File: config.mk
export PLATFORM = sky130hd
export DESIGN_NAME = pbc_port_ctrl
export DESIGN_NICKNAME = d
export VERILOG_FILES = /design/src/pbc_pkg.sv /design/src/pbc_change_detect.sv /design/src/pbc_port_ctrl.sv
export VERILOG_INCLUDE_DIRS = /design/src
export SDC_FILE = /design/constraint.sdc
export NUM_CORES = 1
export LEC_CHECK = 0
export BUFFER_PORTS_ARGS = -buffer_cell sky130_fd_sc_hd__buf_2
export CAP_MARGIN = 30
export CORE_AREA = 2 2 108 100
export CTS_BUF_LIST = sky130_fd_sc_hd__clkbuf_8
export DETAILED_ROUTE_END_ITERATION = 10
export DIE_AREA = 0 0 110 102
export PLACE_DENSITY = 0.78
export SYNTH_ARGS = -nofsm -noshare
export SYNTH_HDL_FRONTEND = slang
export SYNTH_SLANG_ARGS = --single-unit
export TNS_END_PERCENT = 100
File: constraint.sdc
create_clock -name CORE_CLK_I -period 1.7 [get_ports CORE_CLK_I]
set_input_delay 0.255 -clock CORE_CLK_I [delete_from_list [all_inputs] [get_ports CORE_CLK_I]]
set_output_delay 0.255 -clock CORE_CLK_I [all_outputs]
set_load 0.02 [all_outputs]
File: src/pbc_defines.svh
`ifndef PBC_DEFINES_SVH
`define PBC_DEFINES_SVH
// Behaviour
// RL1: Each port one pin has change-interrupt enable.
// RL2: Analog select turns off digital input buffer.
// RL3: Cleared analog select makes pin digital.
// RL4: Analog select upper two bits read zero.
// RL5: Software sets direction input for analog pins.
// RL6: Port two direction one tri-states the driver.
// RL7: Port two direction zero drives output latch.
// RL8: Port data read returns pins, write latches.
// RL9: Port data writes merge sampled pin levels.
// RL10: Analog pins read as zero.
// RL11: Direction bits control drivers even when analog.
// RL12: One bit routes compare channel two pin.
// RL13: Port one bit zero feeds external interrupt.
// RL14: Port one bit five feeds timer gate.
// RL15: Bits six, seven carry programming clock, data.
// RL16: Enabled pin mismatches set port change flag.
// RL17: Port access ends mismatch; mismatch keeps flag set.
// RL18: Pull-up off whenever pin drives output.
// RL19: Global pull-up disable gates all pull-ups.
// RL20: Registers update on write edge, reset clears; direction, pull-up, analog select and pull-up disable reset to ones.

`define PBC_ADDR_W 4
`define PBC_DATA_W 8

`define PBC_OFS_PB_DATA 4'h0
`define PBC_OFS_PB_DIR 4'h1
`define PBC_OFS_PB_PULLUP 4'h2
`define PBC_OFS_IOC_EN 4'h3
`define PBC_OFS_ANSEL 4'h4
`define PBC_OFS_APF 4'h5
`define PBC_OFS_OPTION 4'h6
`define PBC_OFS_PC_DATA 4'h7
`define PBC_OFS_PC_DIR 4'h8
`define PBC_OFS_STATUS 4'h9
`define PBC_OFS_PB_SET 4'ha
`define PBC_OFS_PB_CLR 4'hb
`define PBC_OFS_PC_SET 4'hc
`define PBC_OFS_PC_CLR 4'hd

`define PBC_RST_DIR 8'hff
`define PBC_RST_PULLUP 8'hff
`define PBC_RST_IOC 8'h00
`define PBC_RST_ANSEL 6'h3f
`define PBC_RST_APF_SEL 1'b0
`define PBC_RST_PUDIS 1'b1
`define PBC_RST_LATCH 8'h00

`define PBC_APF_CMP2_BIT 0
`define PBC_OPT_PUDIS_BIT 7
`define PBC_STAT_FLAG_BIT 0

`define PBC_PB_EXT_INT_BIT 0
`define PBC_PB_CMP2_BIT 3
`define PBC_PB_TGATE_BIT 5
`define PBC_PB_PCLK_BIT 6
`define PBC_PB_PDATA_BIT 7
`define PBC_PC_CMP2_BIT 1
`endif

File: src/pbc_pkg.sv
`default_nettype none
`include "pbc_defines.svh"
package pbc_pkg;
    typedef struct packed {
        logic [`PBC_ADDR_W-1:0] addr;
        logic [`PBC_DATA_W-1:0] wdata;
        logic wr;
        logic rd;
    } pbc_bus_req_t;

    typedef struct packed {
        logic [`PBC_DATA_W-1:0] out;
        logic [`PBC_DATA_W-1:0] oe;
    } pbc_pin_drive_t;
endpackage
`default_nettype wire

File: src/pbc_change_detect.sv
`timescale 1ns/10ps
`default_nettype none
module pbc_change_detect #(
    parameter int PORT_W = 8
) (
    // Clock and reset
    input wire logic clk_i,
    input wire logic rst_n_i,
    // Pins and control
    input wire logic [PORT_W-1:0] pins_i,
    input wire logic [PORT_W-1:0] enable_i,
    input wire logic snap_i,
    input wire logic clear_i,
    // Status
    output logic mismatch_o,
    output logic flag_o
);
    logic [PORT_W-1:0] last_read;
    logic next_flag;

    // A change in the same cycle as a port access is still caught, because the
    // comparison uses the old snapshot before it is replaced.
    assign mismatch_o = |(enable_i & (pins_i ^ last_read)); // RL1 RL16
    assign next_flag = mismatch_o | (flag_o & ~clear_i); // RL17

    always_ff @(posedge clk_i or negedge rst_n_i) begin
        if (!rst_n_i) begin
            last_read <= '0;
            flag_o <= 1'b0;
        end else begin
            flag_o <= next_flag;
            if (snap_i) begin
                last_read <= pins_i; // RL17
            end
        end
    end

    property p_mismatch_sets;
        @(posedge clk_i) disable iff (!rst_n_i)
        mismatch_o |=> flag_o;
    endproperty
    a_mismatch_sets: assert property (p_mismatch_sets) // RL16
        else $error("Mismatch did not set the change flag.");

    property p_clear_works;
        @(posedge clk_i) disable iff (!rst_n_i)
        (clear_i && !mismatch_o) |=> !flag_o;
    endproperty
    a_clear_works: assert property (p_clear_works) // RL17
        else $error("Change flag survived a clear without mismatch.");
endmodule // pbc_change_detect
`default_nettype wire

File: src/pbc_port_ctrl.sv
// Strobed register access and the register addresses are this design's own decisions.
`timescale 1ns/10ps
`default_nettype none
`include "pbc_defines.svh"
module pbc_port_ctrl
    import pbc_pkg::*;
#(
    parameter int PORT_W = 8,
    parameter int ANALOG_PINS = 6
) (
    // Clock and reset
    input wire logic CORE_CLK_I,
    input wire logic RST_N_I,
    // Register port
    input wire pbc_bus_req_t BUS_REQ_I,
    output logic [PORT_W-1:0] RDATA_O,
    // Port one pins
    input wire logic [PORT_W-1:0] PB_IN_I,
    output logic [PORT_W-1:0] PB_OUT_O,
    output logic [PORT_W-1:0] PB_OE_O,
    output logic [PORT_W-1:0] PB_PULLUP_O,
    output logic [PORT_W-1:0] PB_INBUF_EN_O,
    // Port two pins
    input wire logic [PORT_W-1:0] PC_IN_I,
    output logic [PORT_W-1:0] PC_OUT_O,
    output logic [PORT_W-1:0] PC_OE_O,
    // Compare channel two
    input wire logic CMP2_OUT_I,
    input wire logic CMP2_OUT_EN_I,
    output logic CMP2_IN_O,
    // Other alternate functions
    output logic EXT_INT_O,
    output logic TIMER_GATE_O,
    input wire logic PROG_MODE_I,
    input wire logic PROG_DATA_OUT_I,
    input wire logic PROG_DATA_OE_I,
    output logic PROG_CLK_O,
    output logic PROG_DATA_O,
    // Change status
    output logic PORT_CHANGE_FLAG_O
);
    if (PORT_W != `PBC_DATA_W || ANALOG_PINS < 1 || ANALOG_PINS > PORT_W - 2) begin : g_bad
        $error("Unsupported port width or analog pin count.");
    end

    // ------------------------------------------------------------------
    // Helpers
    // ------------------------------------------------------------------
    function automatic logic is_at(input logic [`PBC_ADDR_W-1:0] addr,
                                   input logic [`PBC_ADDR_W-1:0] ofs);
        return addr == ofs;
    endfunction

    function automatic logic [PORT_W-1:0] merge(input logic [PORT_W-1:0] pins,
                                                input logic [PORT_W-1:0] mask,
                                                input logic set);
        return set ? (pins | mask) : (pins & ~mask);
    endfunction

    // ------------------------------------------------------------------
    // Registers
    // ------------------------------------------------------------------
    logic [PORT_W-1:0] pb_latch;
    logic [PORT_W-1:0] pb_dir;
    logic [PORT_W-1:0] pb_pullup_en;
    logic [PORT_W-1:0] change_irq_enable;
    logic [ANALOG_PINS-1:0] analog_pin_select;
    logic compare_two_pin_select;
    logic global_pullup_disable;
    logic [PORT_W-1:0] pc_latch;
    logic [PORT_W-1:0] pc_dir;
    logic mismatch;

    // ------------------------------------------------------------------
    // Decode
    // ------------------------------------------------------------------
    wire logic [`PBC_ADDR_W-1:0] addr = BUS_REQ_I.addr;
    wire logic [PORT_W-1:0] wdata = BUS_REQ_I.wdata;
    wire logic hit_pb_data = is_at(addr, `PBC_OFS_PB_DATA);
    wire logic hit_pb_dir = is_at(addr, `PBC_OFS_PB_DIR);
    wire logic hit_pb_pullup = is_at(addr, `PBC_OFS_PB_PULLUP);
    wire logic hit_ioc = is_at(addr, `PBC_OFS_IOC_EN);
    wire logic hit_ansel = is_at(addr, `PBC_OFS_ANSEL);
    wire logic hit_apf = is_at(addr, `PBC_OFS_APF);
    wire logic hit_option = is_at(addr, `PBC_OFS_OPTION);
    wire logic hit_pc_data = is_at(addr, `PBC_OFS_PC_DATA);
    wire logic hit_pc_dir = is_at(addr, `PBC_OFS_PC_DIR);
    wire logic hit_status = is_at(addr, `PBC_OFS_STATUS);
    wire logic hit_pb_set = is_at(addr, `PBC_OFS_PB_SET);
    wire logic hit_pb_clr = is_at(addr, `PBC_OFS_PB_CLR);
    wire logic hit_pc_set = is_at(addr, `PBC_OFS_PC_SET);
    wire logic hit_pc_clr = is_at(addr, `PBC_OFS_PC_CLR);
    wire logic wr = BUS_REQ_I.wr;
    wire logic pb_access = (BUS_REQ_I.rd | wr) & (hit_pb_data | hit_pb_set | hit_pb_clr);

    // Analog pins see a dead input buffer, so they read and compare as zero.
    wire logic [PORT_W-1:0] analog_mask = PORT_W'(analog_pin_select);
    wire logic [PORT_W-1:0] pb_dig = PB_IN_I & ~analog_mask; // RL2 RL3 RL10

    // A full write modifies every bit, so the merge leaves only the written
    // value; set and clear writes keep the sampled levels of the other bits.
    // An output pin held by an external load can thus flip its latch bit.
    wire logic [PORT_W-1:0] next_pb_latch =
        (wr && hit_pb_data) ? wdata :
        (wr && hit_pb_set) ? merge(pb_dig, wdata, 1'b1) : // RL9
        (wr && hit_pb_clr) ? merge(pb_dig, wdata, 1'b0) : pb_latch; // RL9
    wire logic [PORT_W-1:0] next_pc_latch =
        (wr && hit_pc_data) ? wdata :
        (wr && hit_pc_set) ? merge(PC_IN_I, wdata, 1'b1) : // RL9
        (wr && hit_pc_clr) ? merge(PC_IN_I, wdata, 1'b0) : pc_latch; // RL9

    wire logic flag_clear = wr & hit_status & ~wdata[`PBC_STAT_FLAG_BIT];

    // ------------------------------------------------------------------
    // Read data
    // ------------------------------------------------------------------
    logic [PORT_W-1:0] next_rdata;
    always_comb begin
        next_rdata = '0;
        if (hit_pb_data) begin
            next_rdata = pb_dig; // RL8 RL10
        end else if (hit_pb_dir) begin
            next_rdata = pb_dir;
        end else if (hit_pb_pullup) begin
            next_rdata = pb_pullup_en;
        end else if (hit_ioc) begin
            next_rdata = change_irq_enable;
        end else if (hit_ansel) begin
            next_rdata = analog_mask; // RL4
        end else if (hit_apf) begin
            next_rdata[`PBC_APF_CMP2_BIT] = compare_two_pin_select;
        end else if (hit_option) begin
            next_rdata[`PBC_OPT_PUDIS_BIT] = global_pullup_disable;
        end else if (hit_pc_data) begin
            next_rdata = PC_IN_I; // RL8
        end else if (hit_pc_dir) begin
            next_rdata = pc_dir;
        end else if (hit_status) begin
            next_rdata[`PBC_STAT_FLAG_BIT] = PORT_CHANGE_FLAG_O;
        end
    end

    // ------------------------------------------------------------------
    // Pin drive
    // ------------------------------------------------------------------
    pbc_pin_drive_t next_pb;
    pbc_pin_drive_t next_pc;
    always_comb begin
        next_pb.oe = ~pb_dir; // RL11
        next_pb.out = pb_latch;
        if (!compare_two_pin_select && CMP2_OUT_EN_I) begin
            next_pb.out[`PBC_PB_CMP2_BIT] = CMP2_OUT_I; // RL12
        end
        if (PROG_MODE_I) begin
            next_pb.oe[`PBC_PB_PCLK_BIT] = 1'b0; // RL15
            next_pb.oe[`PBC_PB_PDATA_BIT] = PROG_DATA_OE_I; // RL15
            next_pb.out[`PBC_PB_PDATA_BIT] = PROG_DATA_OUT_I; // RL15
        end
        next_pc.oe = ~pc_dir; // RL6 RL7
        next_pc.out = pc_latch; // RL7
        if (compare_two_pin_select && CMP2_OUT_EN_I) begin
            next_pc.out[`PBC_PC_CMP2_BIT] = CMP2_OUT_I; // RL12
        end
    end

    wire logic [PORT_W-1:0] next_pullup =
        pb_pullup_en & ~next_pb.oe & {PORT_W{~global_pullup_disable}}; // RL18 RL19
    wire logic next_cmp2_in = compare_two_pin_select ? PC_IN_I[`PBC_PC_CMP2_BIT]
                                                     : pb_dig[`PBC_PB_CMP2_BIT]; // RL12

    // ------------------------------------------------------------------
    // Storage
    // ------------------------------------------------------------------
    always_ff @(posedge CORE_CLK_I or negedge RST_N_I) begin
        if (!RST_N_I) begin
            pb_latch <= `PBC_RST_LATCH;
            pb_dir <= `PBC_RST_DIR;
            pb_pullup_en <= `PBC_RST_PULLUP;
            change_irq_enable <= `PBC_RST_IOC;
            analog_pin_select <= `PBC_RST_ANSEL;
            compare_two_pin_select <= `PBC_RST_APF_SEL;
            global_pullup_disable <= `PBC_RST_PUDIS;
            pc_latch <= `PBC_RST_LATCH;
            pc_dir <= `PBC_RST_DIR;
        end else begin
            pb_latch <= next_pb_latch; // RL8 RL20
            pc_latch <= next_pc_latch; // RL8 RL20
            if (wr && hit_pb_dir) pb_dir <= wdata; // RL20
            if (wr && hit_pb_pullup) pb_pullup_en <= wdata; // RL20
            if (wr && hit_ioc) change_irq_enable <= wdata; // RL1 RL20
            if (wr && hit_ansel) analog_pin_select <= wdata[ANALOG_PINS-1:0]; // RL4 RL20
            if (wr && hit_apf) compare_two_pin_select <= wdata[`PBC_APF_CMP2_BIT]; // RL20
            if (wr && hit_option) global_pullup_disable <= wdata[`PBC_OPT_PUDIS_BIT]; // RL20
            if (wr && hit_pc_dir) pc_dir <= wdata; // RL20
        end
    end

    // Read data stand for exactly one cycle after the read strobe.
    always_ff @(posedge CORE_CLK_I or negedge RST_N_I) begin
        if (!RST_N_I) begin
            RDATA_O <= '0;
        end else begin
            RDATA_O <= BUS_REQ_I.rd ? next_rdata : '0;
        end
    end

    always_ff @(posedge CORE_CLK_I or negedge RST_N_I) begin
        if (!RST_N_I) begin
            PB_OUT_O <= '0;
            PB_OE_O <= '0;
            PB_PULLUP_O <= '0;
            PB_INBUF_EN_O <= '0;
            PC_OUT_O <= '0;
            PC_OE_O <= '0;
            CMP2_IN_O <= 1'b0;
            EXT_INT_O <= 1'b0;
            TIMER_GATE_O <= 1'b0;
            PROG_CLK_O <= 1'b0;
            PROG_DATA_O <= 1'b0;
        end else begin
            PB_OUT_O <= next_pb.out;
            PB_OE_O <= next_pb.oe; // RL11
            PB_PULLUP_O <= next_pullup; // RL18 RL19
            PB_INBUF_EN_O <= ~analog_mask; // RL2 RL3
            PC_OUT_O <= next_pc.out; // RL7
            PC_OE_O <= next_pc.oe; // RL6
            CMP2_IN_O <= next_cmp2_in; // RL12
            EXT_INT_O <= pb_dig[`PBC_PB_EXT_INT_BIT]; // RL13
            TIMER_GATE_O <= pb_dig[`PBC_PB_TGATE_BIT]; // RL14
            PROG_CLK_O <= pb_dig[`PBC_PB_PCLK_BIT]; // RL15
            PROG_DATA_O <= pb_dig[`PBC_PB_PDATA_BIT]; // RL15
        end
    end

    pbc_change_detect #(
        .PORT_W(PORT_W)
    ) u_change (
        .clk_i(CORE_CLK_I),
        .rst_n_i(RST_N_I),
        .pins_i(pb_dig),
        .enable_i(change_irq_enable),
        .snap_i(pb_access), // RL17
        .clear_i(flag_clear),
        .mismatch_o(mismatch),
        .flag_o(PORT_CHANGE_FLAG_O)
    );

    // ------------------------------------------------------------------
    // Checks
    // ------------------------------------------------------------------
    property p_ansel_top_zero;
        @(posedge CORE_CLK_I) disable iff (!RST_N_I)
        (BUS_REQ_I.rd && hit_ansel) |=> (RDATA_O[7:6] == 2'b00);
    endproperty
    a_ansel_top_zero: assert property (p_ansel_top_zero) // RL4
        else $error("Analog select upper bits read nonzero.");

    property p_inbuf;
        @(posedge CORE_CLK_I) disable iff (!RST_N_I)
        RST_N_I |=> (PB_INBUF_EN_O == ~$past(analog_mask));
    endproperty
    a_inbuf: assert property (p_inbuf) // RL2
        else $error("Input buffer enable disagrees with analog select.");

    property p_pc_oe;
        @(posedge CORE_CLK_I) disable iff (!RST_N_I)
        RST_N_I |=> (PC_OE_O == ~$past(pc_dir));
    endproperty
    a_pc_oe: assert property (p_pc_oe) // RL6
        else $error("Port two driver enable disagrees with direction.");

    property p_pc_read;
        @(posedge CORE_CLK_I) disable iff (!RST_N_I)
        (BUS_REQ_I.rd && hit_pc_data) |=> (RDATA_O == $past(PC_IN_I));
    endproperty
    a_pc_read: assert property (p_pc_read) // RL8
        else $error("Port two read did not return pin levels.");

    property p_rmw_set;
        @(posedge CORE_CLK_I) disable iff (!RST_N_I)
        (wr && hit_pb_set) |=> (pb_latch == ($past(pb_dig) | $past(wdata)));
    endproperty
    a_rmw_set: assert property (p_rmw_set) // RL9
        else $error("Set write did not merge sampled pins.");

    property p_analog_read_zero;
        @(posedge CORE_CLK_I) disable iff (!RST_N_I)
        (BUS_REQ_I.rd && hit_pb_data) |=> ((RDATA_O & $past(analog_mask)) == '0);
    endproperty
    a_analog_read_zero: assert property (p_analog_read_zero) // RL10
        else $error("Analog pin read as one.");

    property p_pullup_off_out;
        @(posedge CORE_CLK_I) disable iff (!RST_N_I)
        1'b1 |-> ((PB_PULLUP_O & PB_OE_O) == '0);
    endproperty
    a_pullup_off_out: assert property (p_pullup_off_out) // RL18
        else $error("Pull-up active on a driven pin.");

    property p_global_pullup;
        @(posedge CORE_CLK_I) disable iff (!RST_N_I)
        global_pullup_disable |=> (PB_PULLUP_O == '0);
    endproperty
    a_global_pullup: assert property (p_global_pullup) // RL19
        else $error("Pull-up active while globally disabled.");

    property p_cmp2_route;
        @(posedge CORE_CLK_I) disable iff (!RST_N_I)
        $past(compare_two_pin_select) |-> (CMP2_IN_O == $past(PC_IN_I[1]));
    endproperty
    a_cmp2_route: assert property (p_cmp2_route) // RL12
        else $error("Compare input not taken from port two.");

    property p_ext_int;
        @(posedge CORE_CLK_I) disable iff (!RST_N_I)
        RST_N_I |=> (EXT_INT_O == $past(pb_dig[0]));
    endproperty
    a_ext_int: assert property (p_ext_int) // RL13
        else $error("External interrupt line does not follow bit zero.");

    property p_dir_write;
        @(posedge CORE_CLK_I) disable iff (!RST_N_I)
        (wr && hit_pb_dir) |=> (pb_dir == $past(wdata)) ##1 (PB_OE_O == ~pb_dir ||
                                                              PROG_MODE_I);
    endproperty
    a_dir_write: assert property (p_dir_write) // RL20
        else $error("Direction write did not take effect.");

    property p_access_ends;
        @(posedge CORE_CLK_I) disable iff (!RST_N_I)
        pb_access ##1 ($stable(pb_dig) && $stable(change_irq_enable)) |-> !mismatch;
    endproperty
    a_access_ends: assert property (p_access_ends) // RL17
        else $error("Port access did not end the mismatch.");
endmodule // pbc_port_ctrl
`default_nettype wire

==> results.toml <==
[run_status]
status = "completed"

[synthesis]
synth_cell_types = 62
syn_area_um2 = 5440
yosysWarnings = 0
yosysSeqAreaShare_pct = 58.2
syn_avg_cell_area_um2 = 11.8
synth_edf_count = 0
syn-num-nets = 499
syn_inst = 462
ys_async_sr_fraction_pct = 100
synth_area_leader_cell = "dfrtp_1"
synth_ff_type = "dfrtp_1"
netlist.area_leader.share_pct = 43.2
synth_area_leaders = "dfrtp_1 (43%), dfstp_2 (15%), mux2_2 (7.2%)"
synth-seq-cells = 125

[layout]
drive_above_1_share_pct = 41.4
mostFrequentLayoutCells = "buf_2 (97), dfrtp_1 (94), nand2_1 (40)"
design_area_um2 = 6590
final_common_cell = "buf_2"
fin_nets = 618
instances_no_fill = 723
seqCellArea_um2 = 3170
diodes = 0
final_util_pct = 65.7
multiInputGateArea_um2 = 2000
n_fill_cell = 794
syn2layout_area_growth_pct = 21.1

[setup_path]
cp_num_buf_inv = 0
critPathArrivalTime_ns = 1.67
worst-path-max-fanout = 5
critPathMaxStageDelay_ns = 0.57
cp_top_family = "flip-flops"
worstPathRequired_ns = 1.98
slowest_stage = "dfstp_2"
end_kind = "register"
worstSetupStartpoint = "analog_pin_select[4]"
cp_cell_sequence = "nand2b_1 > xnor2_1 > a222oi_1 > nand4_1"
start_kind = "register"
r2r_start = "analog_pin_select[4]"
worstSetupPathType = "register to register"

[worst_hold_path]
hold_path.startpoint = "PB_IN_I[7]"
worstHoldPathType = "primary input to register"

[clock_network]
cts_tree = "yes"
clk_pin_slew_ns = 0.07
cts_post_setup_buffers_inserted = 0
cts_hold_buffers = 1
cts_sinks = 125
cts_max_level = 4
clock_latency_ns = 0.42
cts-root-buf = "clkbuf_8"
cts-resized-gates = 0
cts_buffer_depth = 2
cts_made_buffers = 17

[drt]
drc = 0
first_iter_violations = 268
antenna_left = 0
wirelength_um = 14100
wl_per_cell_um = 19.5
vias = 4061
detail_route.first_pass.iterations = 5
vias_per_cell = 5.62

[grt]
grt_max_degree = 43
grt_antenna_before_repair = 0
grt_pass1_vias = 3940
gr-total-overflow = 0
grt.total_usage_pct = 26.9
grt_pass1_wl_um = 21700

[floorplan]
row_count = 35
boundaryPins = 99
start_util_pct = 54.2
dieArea_um2 = 11200
dieWidth_um = 110
core_um2 = 10000
die_h_um = 102

[pwr]
power_density_nw_per_um2 = 1280
vdd_drop_max_mv = 0.776
total_power_mw = 8.46
power.leakage_nw = 3.04

[timing]
finalSetupTns_ns = 0
hold_viol_final = 0
period_needed_ns = 1.39
period_share_pct = 81.6
skew_ns = 0.00841
rsz0062_at_grt = "false"
finalWorstSetupSlack_ns = 0.312
timing.final.max_slew_violations = 0
setup_viol = 0
holdWs_ns = 0.0356
max_freq_mhz = 721

[placement]
placed_cells = 690
dp_slack_ns = 0.0591
place_congestion = 0.897
numPortBuffers = 98
dpl.hpwl_um = 10200
placed_area_um2 = 6170

[flow_run]
maxCapViolations = 0
[power by group]
group	internal (mW)	leakage, nW	switching [mW]
clock network	1.51	0.210	1.13
logic	0.735	1.36	1.03
registers	3.70	1.47	0.358
total	5.94	3.04	2.52
[logic make-up (layout without fill, tap and decap cells)]
family	Yosys count	count (layout)	synth area share, %
muxes	46	46	10.0
AOI/OAI and AO/OA	99	99	12.2
other	1	1	0.0689
and+or+nand+nor	131	131	13.2
xor gates and xnor gates	8	8	1.29
buffers and inverters	52	184	5.06
DFF	125	125	58.2
[final timing paths]
kind                                        endpoint  slack, ns  depth (start not counted)
worst max-delay path                 u_change.flag_o       0.31                          4
worst min-delay path                     PROG_DATA_O       0.04                          1
worst max register to register       u_change.flag_o       0.31                          4
worst min register to register           PC_OUT_O[2]       0.37                          0
max in group asynchronous       analog_pin_select[5]       0.71                          3
min in group asynchronous                PC_OUT_O[0]       0.34                          2
[cell type report]
class | count | area share (%)
tap | 129 | 2.45
clock inverter | 13 | 2.26
clock buffer | 19 | 3.97
multi-input combinational | 285 | 30.3
timing repair buffer | 125 | 11.4
sequential | 125 | 48.1
inverter | 27 | 1.54
[worst register-to-register path, cell delays in order (launching register included)]
cell      delay, ns
dfstp_2        0.57
nand2b_1       0.18
xnor2_1        0.09
a222oi_1       0.28
nand4_1        0.14
[cell usage after synthesis (3+ instances only)]
cell type  instances
a211oi_1           4
a21oi_1           13
a22oi_1           11
a31oi_1           11
a32o_1             3
a32oi_1            3
buf_2              9
buf_4              7
buf_6              4
dfrtp_1           94
dfstp_2           31
inv_1             25
mux2_2            35
mux2_4             8
mux2i_1            3
nand2_1           40
nand2b_1          10
nand3_1            3
nand3b_1           9
nor2_1            28
nor2b_1           13
nor3_1             6
nor3b_1            3
o211ai_1           4
o21ai_0           25
o21ai_1            5
o22ai_1            4
xnor2_1            5
xor2_1             3
[per-layer routing]
layer	vias to the layer above	routed length, um	track usage (%)
met4	0	355	11.1
li1	1859	-	-
met2	159	6450	40.4
met3	31	982	7.40
met5	-	0	0
met1	2012	6330	37.0
Note: power is estimated with default switching activity, not from simulation.
